## config.mk

```make
export PLATFORM = sky130hd
export DESIGN_NAME = dsp_ctrl
export DESIGN_NICKNAME = d
export VERILOG_FILES = /design/src/hdl/dsp_pkg.sv /design/src/hdl/dsp_ctrl.sv /design/src/hdl/dsp_sync.sv
export SDC_FILE = /design/constraint.sdc
export NUM_CORES = 1
export LEC_CHECK = 0
export ABC_AREA = 1
export BUFFER_PORTS_ARGS = -buffer_cell sky130_fd_sc_hd__buf_2
export CAP_MARGIN = 15
export CORE_MARGIN = 5
export CORE_UTILIZATION = 43
export DETAILED_ROUTE_END_ITERATION = 10
export GPL_TIMING_DRIVEN = 0
export PLACE_DENSITY = 0.82
export SYNTH_ARGS = -nofsm -noshare
export SYNTH_HDL_FRONTEND = slang
export SYNTH_SLANG_ARGS = --single-unit
```

## constraint.sdc

```tcl
create_clock -name clk -period 1.6 [get_ports clk]
set_clock_uncertainty 0.1 [all_clocks]
set_input_delay 0.16 -clock clk [delete_from_list [all_inputs] [get_ports clk]]
set_output_delay 0.16 -clock clk [all_outputs]
set_load 0.03 [all_outputs]
```

## src/hdl/dsp_pkg.sv

```systemverilog
// dsp_pkg: shared constants, register map and types of the deep sleep
// power controller. assumes a 32-bit classic wishbone register bus.
package dsp_pkg;
	// register word offsets (byte addresses)
	localparam logic [7:0] DSP_CTRL_OFS = 8'h00;
	localparam logic [7:0] DSP_STAT_OFS = 8'h04;
	// control register field positions
	localparam int DSP_CTRL_SELECT_BIT = 0; // deep_sleep_select
	localparam int DSP_CTRL_KEEP_BIT = 1; // rc_clock_keep_enable
	localparam int DSP_CTRL_XTAL_BIT = 2; // timers on 32.768 khz crystal
	localparam int DSP_CTRL_IREG_BIT = 3; // internal regulators enable
	// reset values
	localparam logic [3:0] DSP_CTRL_RST = 4'hA; // keep rc on, regs on
	// timing: regulator start-up before core release
	localparam int DSP_CLK_HZ = 25_000_000;
	localparam int DSP_STARTUP_US = 50;
	localparam int DSP_STARTUP_CYC = (DSP_STARTUP_US * (DSP_CLK_HZ / 1_000_000));
	localparam int DSP_PERIPH_RST_CYC = 4;

	// power states, gray coded along run > pre > sleep > wake
	typedef enum logic [2:0] {
		DSP_RUN = 3'b000,
		DSP_PRE = 3'b001,
		DSP_SLEEP = 3'b011,
		DSP_WAKE = 3'b010,
		DSP_EMUL = 3'b110
	} dsp_state_t;

	// wishbone request from the master
	typedef struct packed {
		logic cyc;
		logic stb;
		logic we;
		logic [7:0] adr;
		logic [3:0] sel;
		logic [31:0] dat;
	} dsp_wb_req_t;

	// power outputs toward the analog and reset fabric
	typedef struct packed {
		logic rc_osc_en;
		logic timer_clk_en;
		logic int_reg_en;
		logic core_pwr_en;
		logic cpu_rst;
		logic periph_rst;
		logic ext_reg_oe;
		logic dbg_stall;
	} dsp_pwr_t;
endpackage : dsp_pkg

```

## src/hdl/dsp_ctrl.sv

```systemverilog
// dsp_ctrl: deep sleep power controller with wishbone registers.
// assumes the cpu pulses sleep_req on wait-for-interrupt and that the
// debug port levels and wake pins arrive asynchronously.
//
// The Wishbone slave port and the placing of the registers were left to the implementer.
module dsp_ctrl
	import dsp_pkg::*;
#(
	parameter int STARTUP_CYC = DSP_STARTUP_CYC
) (
	// clock and reset
	input wire logic clk,
	input wire logic srst,
	// wishbone slave
	input dsp_pkg::dsp_wb_req_t wb_req,
	output logic [31:0] wb_dat_o,
	output logic wb_ack_o,
	// cpu side
	input wire logic sleep_req,
	output logic idle_sleep,
	// wake sources: async pins and timer events
	input wire logic [1:0] pin_wake_async,
	input wire logic timer_wake,
	// debug port requests (async)
	input wire logic debug_powerup_request,
	input wire logic system_powerup_request,
	// power and reset outputs
	output dsp_pkg::dsp_pwr_t pwr,
	// ext_regulator_enable_pin: open drain, only ever pulled low
	output logic ext_regulator_enable_pin_o,
	output logic ext_regulator_enable_pin_oe
);
	import dsp_pkg::*;

	localparam int CW = $clog2(STARTUP_CYC + 1);

	typedef struct packed {
		dsp_state_t state;
		logic [3:0] ctrl;
		logic rc_off_sleep;
		logic [CW-1:0] cnt;
		logic dbg_prev;
		logic sys_prev;
		logic [31:0] dat;
		logic ack;
		logic idle;
		dsp_pwr_t pwr;
	} dsp_st_t;

	dsp_st_t st_ff, nxt_st;
	logic [3:0] sync_q;
	logic dbg_req, sys_req;
	logic [1:0] pin_wake;
	logic timer_ok, wake_ev, wb_hit;

	// async levels through two flops before any logic reads them
	dsp_sync #(.W(4)) u_sync (
		.clk(clk),
		.srst(srst),
		.d({debug_powerup_request, system_powerup_request, pin_wake_async}),
		.q(sync_q)
	);
	assign dbg_req = sync_q[3];
	assign sys_req = sync_q[2];
	assign pin_wake = sync_q[1:0];

	// timers only count when their clock survives the sleep variant
	assign timer_ok = !st_ff.rc_off_sleep || st_ff.ctrl[DSP_CTRL_XTAL_BIT];
	// debug rising edges wake as well, using synchronised levels only
	assign wake_ev = (|pin_wake)
		|| (timer_wake && timer_ok)
		|| (dbg_req && !st_ff.dbg_prev)
		|| (sys_req && !st_ff.sys_prev);
	assign wb_hit = wb_req.cyc && wb_req.stb && !st_ff.ack;

	// next state: bus, power sequencing and outputs
	always_comb begin
		nxt_st = st_ff;
		nxt_st.dbg_prev = dbg_req;
		nxt_st.sys_prev = sys_req;
		nxt_st.ack = wb_hit;
		nxt_st.idle = 1'b0;
		// single cycle ack; unmapped reads give zero, writes dropped
		if (wb_hit) begin
			nxt_st.dat = 32'h0000_0000;
			if (wb_req.adr == DSP_CTRL_OFS) begin
				if (wb_req.we && wb_req.sel[0]) begin
					nxt_st.ctrl = wb_req.dat[3:0];
				end
				nxt_st.dat = {28'h000_0000, st_ff.ctrl};
			end else if (wb_req.adr == DSP_STAT_OFS) begin
				nxt_st.dat = {26'h000_0000, st_ff.rc_off_sleep,
					dbg_req, sys_req, st_ff.state};
			end
		end
		case (st_ff.state)
			DSP_RUN: begin
				if (sleep_req && st_ff.ctrl[DSP_CTRL_SELECT_BIT]) begin
					nxt_st.rc_off_sleep = !st_ff.ctrl[DSP_CTRL_KEEP_BIT];
					nxt_st.state = DSP_PRE;
				end else if (sleep_req) begin
					nxt_st.idle = 1'b1;
				end
			end
			DSP_PRE: begin
				// withhold everything while the debugger reads memory
				if (wake_ev) begin
					nxt_st.state = DSP_RUN;
					nxt_st.rc_off_sleep = 1'b0;
				end else if (dbg_req && !sys_req) begin
					nxt_st.state = DSP_EMUL;
					nxt_st.cnt = CW'(DSP_PERIPH_RST_CYC);
				end else if (!dbg_req && !sys_req) begin
					nxt_st.state = DSP_SLEEP;
				end
				// sys_req set: stay here
			end
			DSP_SLEEP: begin
				if (wake_ev) begin
					nxt_st.state = DSP_WAKE;
					nxt_st.rc_off_sleep = 1'b0;
					nxt_st.cnt = CW'(STARTUP_CYC);
				end
			end
			DSP_WAKE: begin
				if (st_ff.cnt != '0) begin
					nxt_st.cnt = st_ff.cnt - CW'(1);
				end else begin
					nxt_st.state = DSP_RUN;
				end
			end
			DSP_EMUL: begin
				if (st_ff.cnt != '0) begin
					nxt_st.cnt = st_ff.cnt - CW'(1);
				end
				if (!dbg_req || wake_ev) begin
					nxt_st.state = DSP_RUN;
				end
			end
			default: nxt_st.state = DSP_RUN;
		endcase
		// output decode from the next state so outputs are registered
		nxt_st.pwr.rc_osc_en = !(nxt_st.state == DSP_SLEEP
			&& nxt_st.rc_off_sleep);
		nxt_st.pwr.timer_clk_en = nxt_st.pwr.rc_osc_en
			|| nxt_st.ctrl[DSP_CTRL_XTAL_BIT];
		nxt_st.pwr.core_pwr_en = (nxt_st.state != DSP_SLEEP);
		nxt_st.pwr.int_reg_en = (nxt_st.state != DSP_SLEEP)
			&& nxt_st.ctrl[DSP_CTRL_IREG_BIT];
		nxt_st.pwr.cpu_rst = (nxt_st.state == DSP_SLEEP)
			|| (nxt_st.state == DSP_WAKE);
		nxt_st.pwr.periph_rst = (nxt_st.state == DSP_EMUL);
		nxt_st.pwr.ext_reg_oe = (nxt_st.state == DSP_SLEEP);
		// debugger held off until power is back and stable
		nxt_st.pwr.dbg_stall = (nxt_st.state == DSP_SLEEP)
			|| (nxt_st.state == DSP_WAKE);
	end

	// state register
	always_ff @(posedge clk) begin
		if (srst) begin
			st_ff <= '0;
			st_ff.state <= DSP_RUN;
			st_ff.ctrl <= DSP_CTRL_RST;
			st_ff.pwr.rc_osc_en <= 1'b1;
			st_ff.pwr.timer_clk_en <= 1'b1;
			st_ff.pwr.core_pwr_en <= 1'b1;
			st_ff.pwr.int_reg_en <= 1'b1;
		end else begin
			st_ff <= nxt_st;
		end
	end

	assign wb_dat_o = st_ff.dat;
	assign wb_ack_o = st_ff.ack;
	assign idle_sleep = st_ff.idle;
	assign pwr = st_ff.pwr;
	assign ext_regulator_enable_pin_o = 1'b0;
	assign ext_regulator_enable_pin_oe = st_ff.pwr.ext_reg_oe;

	// checks
	property p_emul_only(d, s);
		@(posedge clk) disable iff (srst)
		(st_ff.state == DSP_PRE && d && !s && !wake_ev)
			|=> st_ff.state == DSP_EMUL;
	endproperty
	a_emul_only: assert property (p_emul_only(dbg_req, sys_req))
		else $error("debug request did not lead to emulated sleep");

	property p_emul_power;
		@(posedge clk) disable iff (srst)
		st_ff.state == DSP_EMUL |-> pwr.core_pwr_en && pwr.periph_rst;
	endproperty
	a_emul_power: assert property (p_emul_power)
		else $error("emulated sleep lost core power or peripheral reset");

	property p_sys_hold;
		@(posedge clk) disable iff (srst)
		(st_ff.state == DSP_PRE && sys_req && !wake_ev)
			|=> st_ff.state == DSP_PRE;
	endproperty
	a_sys_hold: assert property (p_sys_hold)
		else $error("sleep entered while system request set");

	property p_true_sleep;
		@(posedge clk) disable iff (srst)
		$rose(st_ff.state == DSP_SLEEP) |-> !$past(dbg_req) && !$past(sys_req);
	endproperty
	a_true_sleep: assert property (p_true_sleep)
		else $error("true sleep entered with a debug request set");

	property p_sleep_pins;
		@(posedge clk) disable iff (srst)
		st_ff.state == DSP_SLEEP |-> ext_regulator_enable_pin_oe
			&& !pwr.int_reg_en && !pwr.core_pwr_en && pwr.dbg_stall;
	endproperty
	a_sleep_pins: assert property (p_sleep_pins)
		else $error("sleep outputs wrong");

	property p_wake_rc;
		@(posedge clk) disable iff (srst)
		(st_ff.state == DSP_SLEEP && wake_ev) |=> pwr.rc_osc_en
			&& pwr.cpu_rst && st_ff.state == DSP_WAKE;
	endproperty
	a_wake_rc: assert property (p_wake_rc)
		else $error("wake did not restart rc oscillator");

	property p_abort;
		@(posedge clk) disable iff (srst)
		(st_ff.state == DSP_PRE && wake_ev) |=> st_ff.state == DSP_RUN
			&& pwr.core_pwr_en;
	endproperty
	a_abort: assert property (p_abort)
		else $error("pending wake did not abandon sleep");

	property p_rc_off;
		@(posedge clk) disable iff (srst)
		(st_ff.state == DSP_SLEEP && st_ff.rc_off_sleep) |-> !pwr.rc_osc_en;
	endproperty
	a_rc_off: assert property (p_rc_off)
		else $error("rc oscillator running in rc-off sleep");

	property p_ack;
		@(posedge clk) disable iff (srst)
		(wb_req.cyc && wb_req.stb && !wb_ack_o) |=> wb_ack_o ##1 !wb_ack_o;
	endproperty
	a_ack: assert property (p_ack)
		else $error("wishbone ack not single cycle");

	c_emul: cover property (@(posedge clk) st_ff.state == DSP_EMUL);
	c_sleep: cover property (@(posedge clk) st_ff.state == DSP_SLEEP);
	c_wake: cover property (@(posedge clk)
		st_ff.state == DSP_WAKE ##1 st_ff.state == DSP_RUN);
endmodule // dsp_ctrl

```

## src/hdl/dsp_sync.sv

```systemverilog
// dsp_sync: two flip-flop synchroniser for a vector of levels.
// assumes inputs may change at any time relative to clk.
module dsp_sync #(
	parameter int W = 4
) (
	// clock and reset
	input wire logic clk,
	input wire logic srst,
	// levels
	input wire logic [W-1:0] d,
	output logic [W-1:0] q
);
	typedef struct packed {
		logic [W-1:0] s1;
		logic [W-1:0] s2;
	} dsp_sync_st_t;
	dsp_sync_st_t st_ff, nxt_st;

	// first stage feeds only the second stage
	always_comb begin
		nxt_st.s1 = d;
		nxt_st.s2 = st_ff.s1;
	end

	always_ff @(posedge clk) begin
		if (srst) begin
			st_ff <= '0;
		end else begin
			st_ff <= nxt_st;
		end
	end

	assign q = st_ff.s2;
endmodule // dsp_sync

```

# After elaboration in Yosys (flattened, before gate mapping)
# Cells that the tools add are included.
[word_totals] regBits=70 latchBits=0 mem_bits_rw=0 rom_bits=0 in_bits=55 output_inout_bits=44 elab_cells=91 memories=0
[classes] add_sub_neg=1 mul=0 n_div=0 n_lt_le_gt_ge=0 eq_ne=13 shift=0 muxes=22 n_bitwise=1 n_reduce_logical=35
[ops] op="11-bit 2-to-1 mux" count=3
[ops] op="11-bit case mux with 3 select lines" count=1
[ops] op="3-bit 2-to-1 mux" count=7
[ops] op="3-bit case mux with 5 select lines" count=1
[ops] op="3-bit by 2-bit == test with 1-bit output (second input constant)" count=4
[ops] op="12-bit 2-to-1 mux" count=1
[ops] op="4-bit 2-to-1 mux" count=3
[ops] op="6-bit 2-to-1 mux" count=2
[ops] op="1-bit logical AND" count=11
[ops] op="11-bit nonzero test" count=1
[ops] op="11-bit by 1-bit subtractor with 11-bit output (second input constant)" count=1
[ops] op="8-bit by 3-bit == test with 1-bit output (second input constant)" count=1
[ops] op="1-bit logical NOT" count=8
[ops] op="8-bit logical NOT" count=1
[ops] op="1-bit logical OR" count=7
[ops] op="3-bit == test (second input constant)" count=2
[ops] op="2-bit != test (second input constant)" count=3
[ops] op="5-bit AND reduction" count=1
[ops] op="2-bit OR reduction" count=2
[ops] op="3-bit by 1-bit == test with 1-bit output (second input constant)" count=1
[ops] op="3-bit logical NOT" count=1
[ops] op="1-bit 2-to-1 mux" count=3
[ops] op="3-bit by 2-bit != test with 1-bit output (second input constant)" count=1
[ops] op="1-bit case mux with 3 select lines" count=1
[ops] op="5 further kinds" count=5

# Depth between registers and ports, before layout
# Gate-level depths: netlist of the first run.
[logic_depth] depth_word=13 depth_mapped=10 depth_no_buf=10

# Modules after synthesis
# A second synthesis of the first run with hierarchy kept.
[hier_totals] hier_cells=348 hier_area_um2=2444.8
[by_module_without_submodules] module="dsp_ctrl" instances=1 cells_per_inst=323 area_each_um2=2213.4 seq_area_each_um2=720.7
[by_module_without_submodules] module="dsp_sync" instances=1 cells_per_inst=25 area_each_um2=231.5 seq_area_each_um2=160.2

# Worst setup path before layout of the first run
# Ideal clock, no wire load.
[synth_timing] kind="register -> register" start="reg st_ff[44] in the netlist's numbering" end="reg st_ff[46] in the netlist's numbering" setup_time_ns=0.128 arrival_ns=1.349 t_required_ns=1.372 slack_ns=0.023 path_stages_with_launch=11 n_path_buf=1 synth_period_minus_slack_ns=1.577 cell_sequence="dfxtp_1 -> inv_1 -> ha_1 -> nand2_1 -> nor2_2 -> nand3_1 -> nand2_2 -> nor2_4 -> buf_6 -> o21ai_0 -> nor2_1"
[synth_via] elab_chain_cells=3 word_cells_on_any_way=6 classes_between="add/sub (1); eq/ne (1); mux (2); reduce/logical (2)"
[synth_lines] element="start: declaration" line="dsp_ctrl.sv:50" text="dsp_st_t st_ff, nxt_st;"
[synth_lines] element="start signal: assignment" line="dsp_ctrl.sv:170" text="st_ff <= nxt_st;"
[synth_lines] element="11-bit by 1-bit subtractor with 11-bit output or 11-bit nonzero test (tied branches)"
[synth_lines] element="11-bit 2-to-1 mux or 2-bit by 1-bit != test with 1-bit output (tied branches)"
[synth_lines] element="11-bit case mux with 3 select lines or 5-bit AND reduction (tied branches)"
# Parallel ways exist; a longest one is shown, timed or not. The select of a mux whose other input is x is not followed.
# A chain may end at the register's enable or synchronous reset.

# Worst setup path in the final report of the first run
[layout_timing] start="reg st_ff[60] in the netlist's numbering" end="reg st_ff[53] in the netlist's numbering"
[layout_via] elab_chain_cells=4 word_cells_on_any_way=12 classes_between="eq/ne (8); mux (1); reduce/logical (3)"
[layout_lines] element="3-bit == test or 3-bit by 2-bit == test with 1-bit output (tied branches)" line="dsp_ctrl.sv:96" text="case (st_ff.state)"
[layout_lines] element="2-bit OR reduction (no source line)"
[layout_lines] element="2-bit by 1-bit != test with 1-bit output (no source line) or 3-bit nonzero test (tied branches)"
[layout_lines] element="5-bit AND reduction (no source line)"
# Parallel ways exist; a longest one is shown, timed or not.

==> summary.md, run 1 <==
| Metric | Value |
|---|---|
| Starting Density | `43.7%` |
| Via count | `2238` |
| Clock root cell | `clkbuf_8` |
| Clock buffer count from CTS | `5` |
| Die H | `84.1 um` |
| WP data required | `1720 ps` |
| Status | `complete, no violations` |
| Max-slew violations | `0` |
| Post-synth EDFFs | `0` |
| Post-route ant nets | `0` |
| First-pass GRT wire length | `8850 um` |
| Final Hold Viols | `0` |
| Hold WS | `31.8 ps` |
| Pin count of the biggest net entering global routing | `14` |
| DRT Pass-1 Iters | `4` |
| HP Class | `input pin to flip-flop` |
| Post-Syn Area | `0.00236 mm2` |
| Initial antenna violation count | `0` |
| M1 GR Usage | `16.7%` |
| Hold path depth | `3` |
| N_diodes | `0` |
| Gr usage total | `14.9%` |
| Slowest stage delay, CP | `410 ps` |
| Placer congestion estimate | `0.955` |
| Gr busiest metal | `met2` |
| Number of synthesized register bits | `44` |
| Htree depth | `2` |
| Routed WL | `5550 um` |
| Final Util | `57.4%` |
| Sequential-to-total area share from yosys stat | `37.3%` |
| Worst path slowest cell | `dfxtp_4` |
| Drt via density | `4.46` |
| Worst slew pin tran | `573 ps` |
| GRT overflow | `0` |
| CP Launch Type | `flip-flop` |
| Primary FF master, synth | `dfxtp_1` |
| GR Layer Usage met2 | `26.0%` |
| Share of cells above drive strength 1 | `36.7%` |
| Clk buf depth | `2` |
| Met3 usage | `4.34%` |
| Critical path type | `flip-flop to flip-flop` |
| Total leakage power | `1.60 nW` |
| Clock Sinks | `44` |
| Critical path capture point type | `flip-flop` |
| Fill cells | `534` |
| Min cycle time layout | `1590 ps` |
| Die ar. | `0.00707 mm2` |
| CTS tree | `done` |
| Reg2reg path depth | `9` |
| Fmax achieved | `630 MHz` |
| Synth Area per Inst | `6.92 um2` |
| Post-synth ARST share | `0%` |
| IO buf count | `39` |
| Iteration-0 DRC Markers | `128` |
| Setup violators final | `0` |
| Worst-skew pair later-pin latency | `290 ps` |
| Worst-path clk slew | `80 ps` |
| Ports | `99` |
| Finished Layout Cells | `502` |
| Tcrit/Tclk final | `99.2%` |
| Post-DP HPWL | `3690 um` |
| Horiz. Die Dim | `84.1 um` |
| Max_cap viols | `0` |
| Yosys Warn Count | `0` |
| Max-Slew Margin vs Limit | `61.8%` |
| CP arrival | `1710 ps` |
| Cell Chain, Critical Path | `inv_2 -> nor2_4 -> nor2_2 -> a21oi_2 -> nand2_4 -> nor2_4 -> buf_6 -> nand2_2 -> a21oi_2` |
| NumNets Final | `485` |
| Rows | `27` |
| Gate Count Post-Synth | `341` |
| Power per Cell Area | `691 mW/mm2` |
| Area delta synth->final | `31.5%` |
| VDD IR max | `525 uV` |
| Core region area | `0.00541 mm2` |
| Remaining DRCs | `0` |
| # placed instances | `478` |
| Vias in the first global route | `2120` |
| Unique masters post-synth | `27` |
| Critical Path Fanout Max | `6` |
| Routed WL per cell | `11.1 um` |
[repair_timing]
action / in CTS / in global routing
pin swaps: 3 / 15
setup endpoints to repair: 18 / 16
resized for setup: 10 / 48
cloned: 1 / 0
hold buffers: 4 / 0
buffers inserted: 2 / 9
hold endpoints to repair: 4 / 0
[state kept, by name, indices dropped and copies added (netlist names)]
name	count
st_ff	21
pwr	6
wb_dat_o	6
u_sync.nxt_st	4
u_sync.q	4
ext_regulator_enable_pin_oe	1
idle_sleep	1
wb_ack_o	1
[synthesized netlist by cell type, types with 2 or more instances]
master | count | area share [%]
a21oi_2 | 6 | 2.2
inv_2 | 3 | 0.48
a21oi_1 | 5 | 1.1
inv_1 | 35 | 5.6
nand2_2 | 5 | 1.3
buf_4 | 41 | 13
nor3_1 | 2 | 0.42
o211ai_1 | 4 | 1.3
nor2_4 | 2 | 0.95
nor2_1 | 64 | 10
xor2_1 | 4 | 1.5
nand4_1 | 6 | 1.6
o21ai_0 | 14 | 3.0
dfxtp_1 | 44 | 37
nand3_1 | 19 | 4.0
nand2_1 | 66 | 10
nand3b_1 | 2 | 0.64
clkbuf_1 | 5 | 0.80
nor2_2 | 6 | 1.6
[worst max-delay path: cells and delay by family (launching register included)]
kind,cells,cell delay [ps]
and+or+nand+nor,5,470
buffers and inverters,2,220
DFF,1,410
AOI/OAI and AO/OA,2,310
[cell type report]
cell class,instances,area [um2],share of cell area (%)
Timing Repair Buffer,55,329,10.6
Buffer,47,339,10.9
Inverter,39,146,4.72
Sequential cell,44,901,29.0
Multi-Input combinational cell,237,1200,38.8
Clock buffer,7,86.3,2.78
Tap cell,72,90.1,2.90
Clock inverter,1,7.51,0.242
[cell usage in the layout, fill, tap and decap left out, types with 6 or more instances in the layout]
master	instances
o21ai_0	7
conb_1	27
nor2_2	9
clkbuf_8	6
dfxtp_1	36
a21oi_2	6
nand4_1	6
buf_4	52
buf_2	39
nand2_2	10
nor2_1	57
inv_2	8
nand3_1	16
inv_1	30
nor2_4	6
nand2_1	58
[layer usage]
metal  share of wire (%)  routed length [um]  vias to the layer above
met5                   0                   0                        -
met4                 3.2                 179                        0
met3                 8.3                 460                       19
met2                  49                2730                       97
met1                  39                2180                      957
li1                    -                   -                     1165
[power breakdown]
part           switching [mW]  internal, mW
combinational           0.193         0.119
clock                   0.362         0.351
sequential            0.00985          1.11
total                   0.565          1.58
[per-stage QoR]
stage | worst slack (ps) | setup TNS (ps) | power, mW | instance area, um2
after global placement | -138 | -1340 | 1.44 | 2740
after global routing | -55.0 | -403 | 2.25 | 3100
final | 12.9 | 0 | 2.15 | 3100
after detailed placement | -167 | -1940 | 1.44 | 2740
after CTS | 5.52 | 0 | 2.15 | 2930
after floorplan | 23.3 | 0 | 1.38 | 2460
[final timing paths]
| kind | start | end | slack, ps |
|---|---|---|---|
| worst max-delay path | st_ff[60]$_SDFF_PP0_ | st_ff[53]$_SDFFE_PP0P_ | 10 |
| worst min-delay path | wb_req[0] | st_ff[56]$_SDFFE_PP0P_ | 30 |
| worst max register to register | st_ff[60]$_SDFF_PP0_ | st_ff[53]$_SDFFE_PP0P_ | 10 |
| worst min register to register | u_sync.nxt_st[3]$_SDFF_PP0_ | u_sync.q[3]$_SDFF_PP0_ | 290 |
[cells by family (layout without fill, tap and decap cells)]
| family | after synthesis | in the layout | share of synthesized area, % |
|---|---|---|---|
| and+or+nand+nor | 174 | 174 | 31.9 |
| buffers and inverters | 86 | 149 | 20.5 |
| DFF | 44 | 44 | 37.3 |
| AOI/OAI and AO/OA | 31 | 31 | 8.06 |
| xor gates and xnor gates | 4 | 4 | 1.48 |
| adders and majority gates | 1 | 1 | 0.530 |
| other | 1 | 27 | 0.159 |
(Power assumes the default switching activity.)
==> inputs of run 2 (changes only) <==
--- a/config.mk
+++ b/config.mk
@@ -9,10 +9,11 @@
 export BUFFER_PORTS_ARGS = -buffer_cell sky130_fd_sc_hd__buf_2
 export CAP_MARGIN = 15
 export CORE_MARGIN = 5
-export CORE_UTILIZATION = 43
+export CORE_UTILIZATION = 52
 export DETAILED_ROUTE_END_ITERATION = 10
 export GPL_TIMING_DRIVEN = 0
-export PLACE_DENSITY = 0.82
+export PLACE_DENSITY = 0.92
+export SKIP_CTS_REPAIR_TIMING = 1
 export SYNTH_ARGS = -nofsm -noshare
 export SYNTH_HDL_FRONTEND = slang
 export SYNTH_SLANG_ARGS = --single-unit
==> constraint.sdc (replaced) <==
create_clock -name clk -period 2.05 [get_ports clk]
set_clock_uncertainty 0.1 [all_clocks]
set_input_delay 0.205 -clock clk [delete_from_list [all_inputs] [get_ports clk]]
set_output_delay 0.205 -clock clk [all_outputs]
set_load 0.03 [all_outputs]
==> run 2 against run 1 <==
  * Design area decreased by 9.4%
  * Hold slack lost 26 ps
  * Die area is 15% lower
  * Global-route usage increased by 1.3 points
==> summary.md, run 2 (synthesized netlist as in run 1, its figures left out) <==
| Metric | Value |
|---|---|
| DRT Pass-1 Iters | `4 (unchanged)` |
| Critical path type | `flip-flop to flip-flop` |
| Pint | `1.23 mW (-22%)` |
| N_diodes | `0 (unchanged)` |
| Core region area | `0.00438 mm2 (-19%)` |
| Critical Path Fanout Max | `10 (+4)` |
| Rows | `24 (-11%)` |
| Drt via density | `4.57 (+2.6%)` |
| Max_cap viols | `0 (unchanged)` |
| Worst-skew pair later-pin latency | `300 ps (about the same)` |
| NumNets Final | `469 (-3.3%)` |
| Max-slew violations | `0 (unchanged)` |
| Worst path bufs/invs | `2 (unchanged)` |
| Most frequent cells in the layout | `nand2_1 (66), nor2_1 (64), dfxtp_1 (44)` |
| Top delay family on crit path | `simple AND/OR/NAND/NOR gates` |
| Share of cells above drive strength 1 | `26.6% (-10 points)` |
| Min cycle time layout | `1820 ps (+228 ps)` |
| Clock buffer count from CTS | `5 (unchanged)` |
| Worst-path clk slew | `80 ps (about the same)` |
| Tcrit/Tclk final | `88.5% (-11 points)` |
| Starting Density | `53.8% (+10 points)` |
| Total leakage power | `1.51 nW (-6.1%)` |
| Switching fraction of total power | `26.6% (+0.30 points)` |
| Placer congestion estimate | `0.846 (-11%)` |
| Clock root cell | `clkbuf_8` |
| CP arrival | `1880 ps (+170 ps)` |
| Fmax achieved | `551 MHz (-13%)` |
| Combinational fraction of design power | `13.5% (-1.1 points)` |
| Clk buf depth | `2 (unchanged)` |
| Fin Setup TNS | `0 ps (unchanged)` |
| Commonest non-fill, non-tap cell in the layout | `nand2_1` |
| Number of cells on the critical path | `10 (+1)` |
| # placed instances | `458 (-4.2%)` |
| IO buf count | `39 (unchanged)` |
| Finished Layout Cells | `466 (-7.2%)` |
| Reg2reg path depth | `10 (+1)` |
| Iteration-0 DRC Markers | `131 (+2.3%)` |
| Hold WS | `5.48 ps (-26.3 ps)` |
| CP Launch Type | `flip-flop` |
| Initial antenna violation count | `0 (unchanged)` |
| Slowest stage delay, CP | `340 ps (-70 ps)` |
| Remaining DRCs | `0 (unchanged)` |
| Hold path depth | `3 (unchanged)` |
| Max reg flops | `21 (unchanged)` |
| Post-route ant nets | `0 (unchanged)` |
| Max-Slew Margin vs Limit | `59.9% (-1.9 points)` |
| Routed WL per cell | `10.4 um (-5.8%)` |
| Worst slew pin tran | `602 ps (+29.0 ps)` |
| Htree depth | `2 (unchanged)` |
| Power per Cell Area | `595 mW/mm2 (-14%)` |
| VDD IR max | `387 uV (-26%)` |
| Die ar. | `0.00599 mm2 (-15%)` |
| Setup violators final | `0 (unchanged)` |
| RSZ-0062 raised after global routing | `no` |
| Worst path slowest cell | `dfxtp_1` |
| Clock power frac | `33.8% (+0.6 points)` |
| Vias in the first global route | `1939 (-8.5%)` |
| Cell Chain, Critical Path | `inv_1 -> ha_1 -> nand2_1 -> nor2_2 -> nand3_1 -> nand2_2 -> nor2_4 -> buf_6 -> o21ai_0 -> nor2_1` |
| Gr usage total | `16.2% (+1.3 points)` |
| Reg power frac | `52.6% (+0.4 points)` |
| First-pass GRT wire length | `8160 um (-7.9%)` |
| Die H | `77.4 um (-8.0%)` |
| Routed WL | `4860 um (-13%)` |
| GRT overflow | `0 (unchanged)` |
| Horiz. Die Dim | `77.4 um (-8.0%)` |
| Pin count of the biggest net entering global routing | `14 (unchanged)` |
| CTS tree | `done` |
| Area delta synth->final | `19.1%` |
| Critical path capture point type | `flip-flop` |
| Final Hold Viols | `0 (unchanged)` |
| Final Util | `64.1% (+6.7 points)` |
| Via count | `2131 (-4.8%)` |
| WP data required | `2120 ps (+400 ps)` |
| Top reg by flops | `st_ff` |
| Post-DP HPWL | `3750 um (+1.6%)` |
| Ports | `99 (unchanged)` |
| Status | `complete, no violations` |
| HP Class | `input pin to flip-flop` |
| Net switching power | `445 uW (-21%)` |
| Clock Sinks | `44 (unchanged)` |
run 2: cell types whose count changed in the layout (fill, tap and decap cells not counted), moves of 5 or more:
cell	before	now
buf_4	52	41
dfxtp_1	36	44
inv_1	30	35
inv_2	8	3
nand2_1	58	66
nand2_2	10	5
nor2_1	57	64
o21ai_0	7	14
run 2: power by group through the flow:
stage | clock network (mW) | logic (mW) | registers [mW]
floorplan | 0 | 0.178 | 0.901
global placement | 0 | 0.221 | 0.899
detailed placement | 0 | 0.224 | 0.900
CTS | 0.571 | 0.224 | 0.880
global route | 0.602 | 0.248 | 0.882
finish | 0.566 | 0.226 | 0.880
run 2: cell type report:
class	instances	area (um2)
buffer	47	338
clock inverter	1	7.51
sequential	44	881
fill	408	1570
tap	52	65.1
multi-input combinational	237	1090
clock buffer	7	86.3
timing repair buffer	39	195
inverter	39	146
run 2: routing by layer:
metal  wire length, um  global-route usage (%)  vias to the layer above
li1                  -                       -                     1137
met1              2040                    18.7                      916
met2              2350                    28.6                       70
met3               413                    4.98                        8
met4                53                    4.81                        0
met5                 0                       0                        -
run 2: through the flow:
stage	cell area (um2)	power (mW)	worst slack, ps
floorplan	2460	1.08	473
global placement	2720	1.12	320
CTS	2810	1.67	242
finish	2810	1.67	235
global route	2810	1.73	52.9
detailed placement	2720	1.12	269
run 2: path summary, 6_finish.rpt:
path                               start                           to  slack (ps)
max reg2reg       st_ff[44]$_SDFFE_PP0P_       st_ff[46]$_SDFFE_PP0P_         230
max               st_ff[44]$_SDFFE_PP0P_       st_ff[46]$_SDFFE_PP0P_         230
min                    pin_wake_async[0]  u_sync.nxt_st[0]$_SDFF_PP0_           5
min reg2reg  u_sync.nxt_st[1]$_SDFF_PP0_       u_sync.q[1]$_SDFF_PP0_         310
run 2: worst min-delay path, cell delays in order:
cell	delay [ps]
buf_2	70
inv_1	30
nor2_1	60
==> inputs of run 3 (changes only) <==
--- a/config.mk
+++ b/config.mk
@@ -12,7 +12,7 @@
 export CORE_UTILIZATION = 52
 export DETAILED_ROUTE_END_ITERATION = 10
 export GPL_TIMING_DRIVEN = 0
-export PLACE_DENSITY = 0.92
+export PLACE_DENSITY = 0.95
 export SKIP_CTS_REPAIR_TIMING = 1
 export SYNTH_ARGS = -nofsm -noshare
 export SYNTH_HDL_FRONTEND = slang
==> run 3 against run 2 <==
  * Clock power decreased by 2%
  * Fmax decreased by 0.85%
  * Combinational power hardly changed
  * Die area unchanged
  * Clock-buffer cell count unchanged
==> summary.md, run 3 (synthesized netlist as in run 1, its figures left out) <==
| Metric | Value |
|---|---|
| Combinational fraction of design power | `13.7% (+0.2 points)` |
| Tcrit/Tclk final | `89.3% (+0.76 points)` |
| Post-DP HPWL | `3680 um (-2.0%)` |
| Drt via density | `4.58 (+0.25%)` |
| WP data required | `2130 ps (about the same)` |
| Area delta synth->final | `19.6%` |
| Commonest non-fill, non-tap cell in the layout | `nand2_1` |
| Worst-skew pair later-pin latency | `300 ps (about the same)` |
| Routed WL per cell | `10.2 um (-1.7%)` |
| Critical Path Fanout Max | `10 (unchanged)` |
| CP arrival | `1910 ps (+30 ps)` |
| Starting Density | `53.8% (unchanged)` |
| Worst-path clk slew | `80 ps (about the same)` |
| Clock buffer count from CTS | `5 (unchanged)` |
| Reg power frac | `52.9% (+0.3 points)` |
| Htree depth | `2 (unchanged)` |
| Clock Sinks | `44 (unchanged)` |
| Fill cells | `399 (-2.2%)` |
| GRT overflow | `0 (unchanged)` |
| Power per Cell Area | `589 mW/mm2 (-0.93%)` |
| Most frequent cells in the layout | `nand2_1 (66), nor2_1 (64), dfxtp_1 (44)` |
| Die ar. | `0.00599 mm2 (unchanged)` |
| Slowest stage delay, CP | `340 ps (about the same)` |
| Pin count of the biggest net entering global routing | `14 (unchanged)` |
| Core region area | `0.00438 mm2 (unchanged)` |
| Max-slew violations | `0 (unchanged)` |
| Top delay family on crit path | `simple AND/OR/NAND/NOR gates` |
| Max-Slew Margin vs Limit | `61.2% (+1.4 points)` |
| IO buf count | `39 (unchanged)` |
| Worst path slowest cell | `dfxtp_1` |
| Switching fraction of total power | `26.2% (-0.49 points)` |
| VDD IR max | `490 uV (+27%)` |
| Finished Layout Cells | `467 (+0.21%)` |
| Vias in the first global route | `1964 (+1.3%)` |
| Gr busiest metal | `met2` |
| Max reg flops | `21 (unchanged)` |
| CP Launch Type | `flip-flop` |
| Top reg by flops | `st_ff` |
| Clock root cell | `clkbuf_8` |
| Share of cells above drive strength 1 | `26.5% (-0.064 points)` |
| Remaining DRCs | `0 (unchanged)` |
| M1 GR Usage | `19.4% (+0.72 points)` |
| GR Layer Usage met2 | `28.3% (-0.34 points)` |
| Final Hold Viols | `0 (unchanged)` |
| Met3 usage | `5.90% (+0.93 points)` |
| Setup crit start | `st_ff[44]$_SDFFE_PP0P_` |
| Min cycle time layout | `1830 ps (+15.5 ps)` |
| Max_cap viols | `0 (unchanged)` |
| Critical path capture point type | `flip-flop` |
| RSZ-0062 raised after global routing | `no` |
| Total leakage power | `1.51 nW (+0.28%)` |
| Fin Setup TNS | `0 ps (unchanged)` |
| # placed instances | `458 (unchanged)` |
| Horiz. Die Dim | `77.4 um (unchanged)` |
| DRT Pass-1 Iters | `4 (unchanged)` |
| Net switching power | `435 uW (-2.4%)` |
| Critical path type | `flip-flop to flip-flop` |
| Ports | `99 (unchanged)` |
| Clk buf depth | `2 (unchanged)` |
| Cell Chain, Critical Path | `inv_1 -> ha_1 -> nand2_1 -> nor2_2 -> nand3_1 -> nand2_2 -> nor2_4 -> buf_6 -> o21ai_0 -> nor2_1` |
| Gr usage total | `16.3% (+0.15 points)` |
| HP Class | `input pin to flip-flop` |
| Rows | `24 (unchanged)` |
| Post-route ant nets | `0 (unchanged)` |
| Routed WL | `4790 um (-1.5%)` |
| Via count | `2141 (+0.47%)` |
| Iteration-0 DRC Markers | `108 (-18%)` |
| Status | `complete, no violations` |
| Worst path bufs/invs | `2 (unchanged)` |
| Initial antenna violation count | `0 (unchanged)` |
| Clock power frac | `33.4% (-0.4 points)` |
| CTS tree | `done` |
| Placer congestion estimate | `0.887 (+4.8%)` |
| N_diodes | `0 (unchanged)` |
| Worst R2R Start | `st_ff[44]$_SDFFE_PP0P_` |
| NumNets Final | `470 (+0.21%)` |
| Die H | `77.4 um (unchanged)` |
| Pint | `1.23 mW (about the same)` |
| Hold Crit Start | `system_powerup_request` |
| Worst slew pin tran | `581 ps (-20.8 ps)` |
| Fmax achieved | `546 MHz (-0.85%)` |
| Setup violators final | `0 (unchanged)` |
| First-pass GRT wire length | `8260 um (+1.3%)` |
==> run 3: cell count changes in the layout (fill, tap and decap cells not counted), sizes merged <==
cell	before	now
dlygate4sd3	0	1
==> run 3: path summary, 6_finish.rpt <==
check	endpoint	depth (start not counted)	slack [ps]
max	st_ff[46]$_SDFFE_PP0P_	10	220
min	u_sync.nxt_st[2]$_SDFF_PP0_	3	6
max reg2reg	st_ff[46]$_SDFFE_PP0P_	10	220
min reg2reg	u_sync.q[0]$_SDFF_PP0_	2	310
==> run 3: layer usage <==
metal  vias up  wire length (um)
li1       1142                 -
met1       916              2020
met2        76              2320
met3         7               404
met4         0                48
met5         -                 0
==> run 3: area by class of cell <==
cell class / instances / area (um2) / share of cell area (%)
plain buffers: 47 / 338 / 12.0
flip-flops and latches: 44 / 881 / 31.2
multi-input cells: 237 / 1090 / 38.7
inverters: 39 / 146 / 5.19
well taps: 52 / 65.1 / 2.31
repair buffers: 40 / 205 / 7.27
clock buffers: 7 / 86.3 / 3.06
clock inverters: 1 / 7.51 / 0.266
==> run 3: power groups by stage <==
| stage | logic [mW] | registers [mW] | clock network, mW |
|---|---|---|---|
| 2_1_floorplan | 0.178 | 0.901 | 0 |
| 3_3_place_gp | 0.220 | 0.899 | 0 |
| 3_5_place_dp | 0.224 | 0.900 | 0 |
| 4_1_cts | 0.224 | 0.879 | 0.569 |
| 5_1_grt | 0.248 | 0.881 | 0.611 |
| 6_report | 0.228 | 0.880 | 0.555 |
==> run 3: worst reg2reg max path: stages (launching register included) <==
cell and delay [ps]:
dfxtp_1 340, inv_1 130, ha_1 200, nand2_1 100, nor2_2 180, nand3_1 110
nand2_2 110, nor2_4 60, buf_6 140, o21ai_0 200, nor2_1 60
==> run 3: metrics by stage <==
step / hold slack [ps] / utilization (%) / setup slack [ps] / power (mW) / cell area [um2]
global route: 3.56 / 64.4 / 51.5 / 1.74 / 2820
finish: 6.13 / 64.4 / 219 / 1.66 / 2820
CTS: 0.229 / 64.1 / 237 / 1.67 / 2810
detailed placement: 296 / 62.0 / 304 / 1.12 / 2720
global placement: 292 / 62.0 / 325 / 1.12 / 2720
floorplan: 212 / - / 473 / 1.08 / 2460
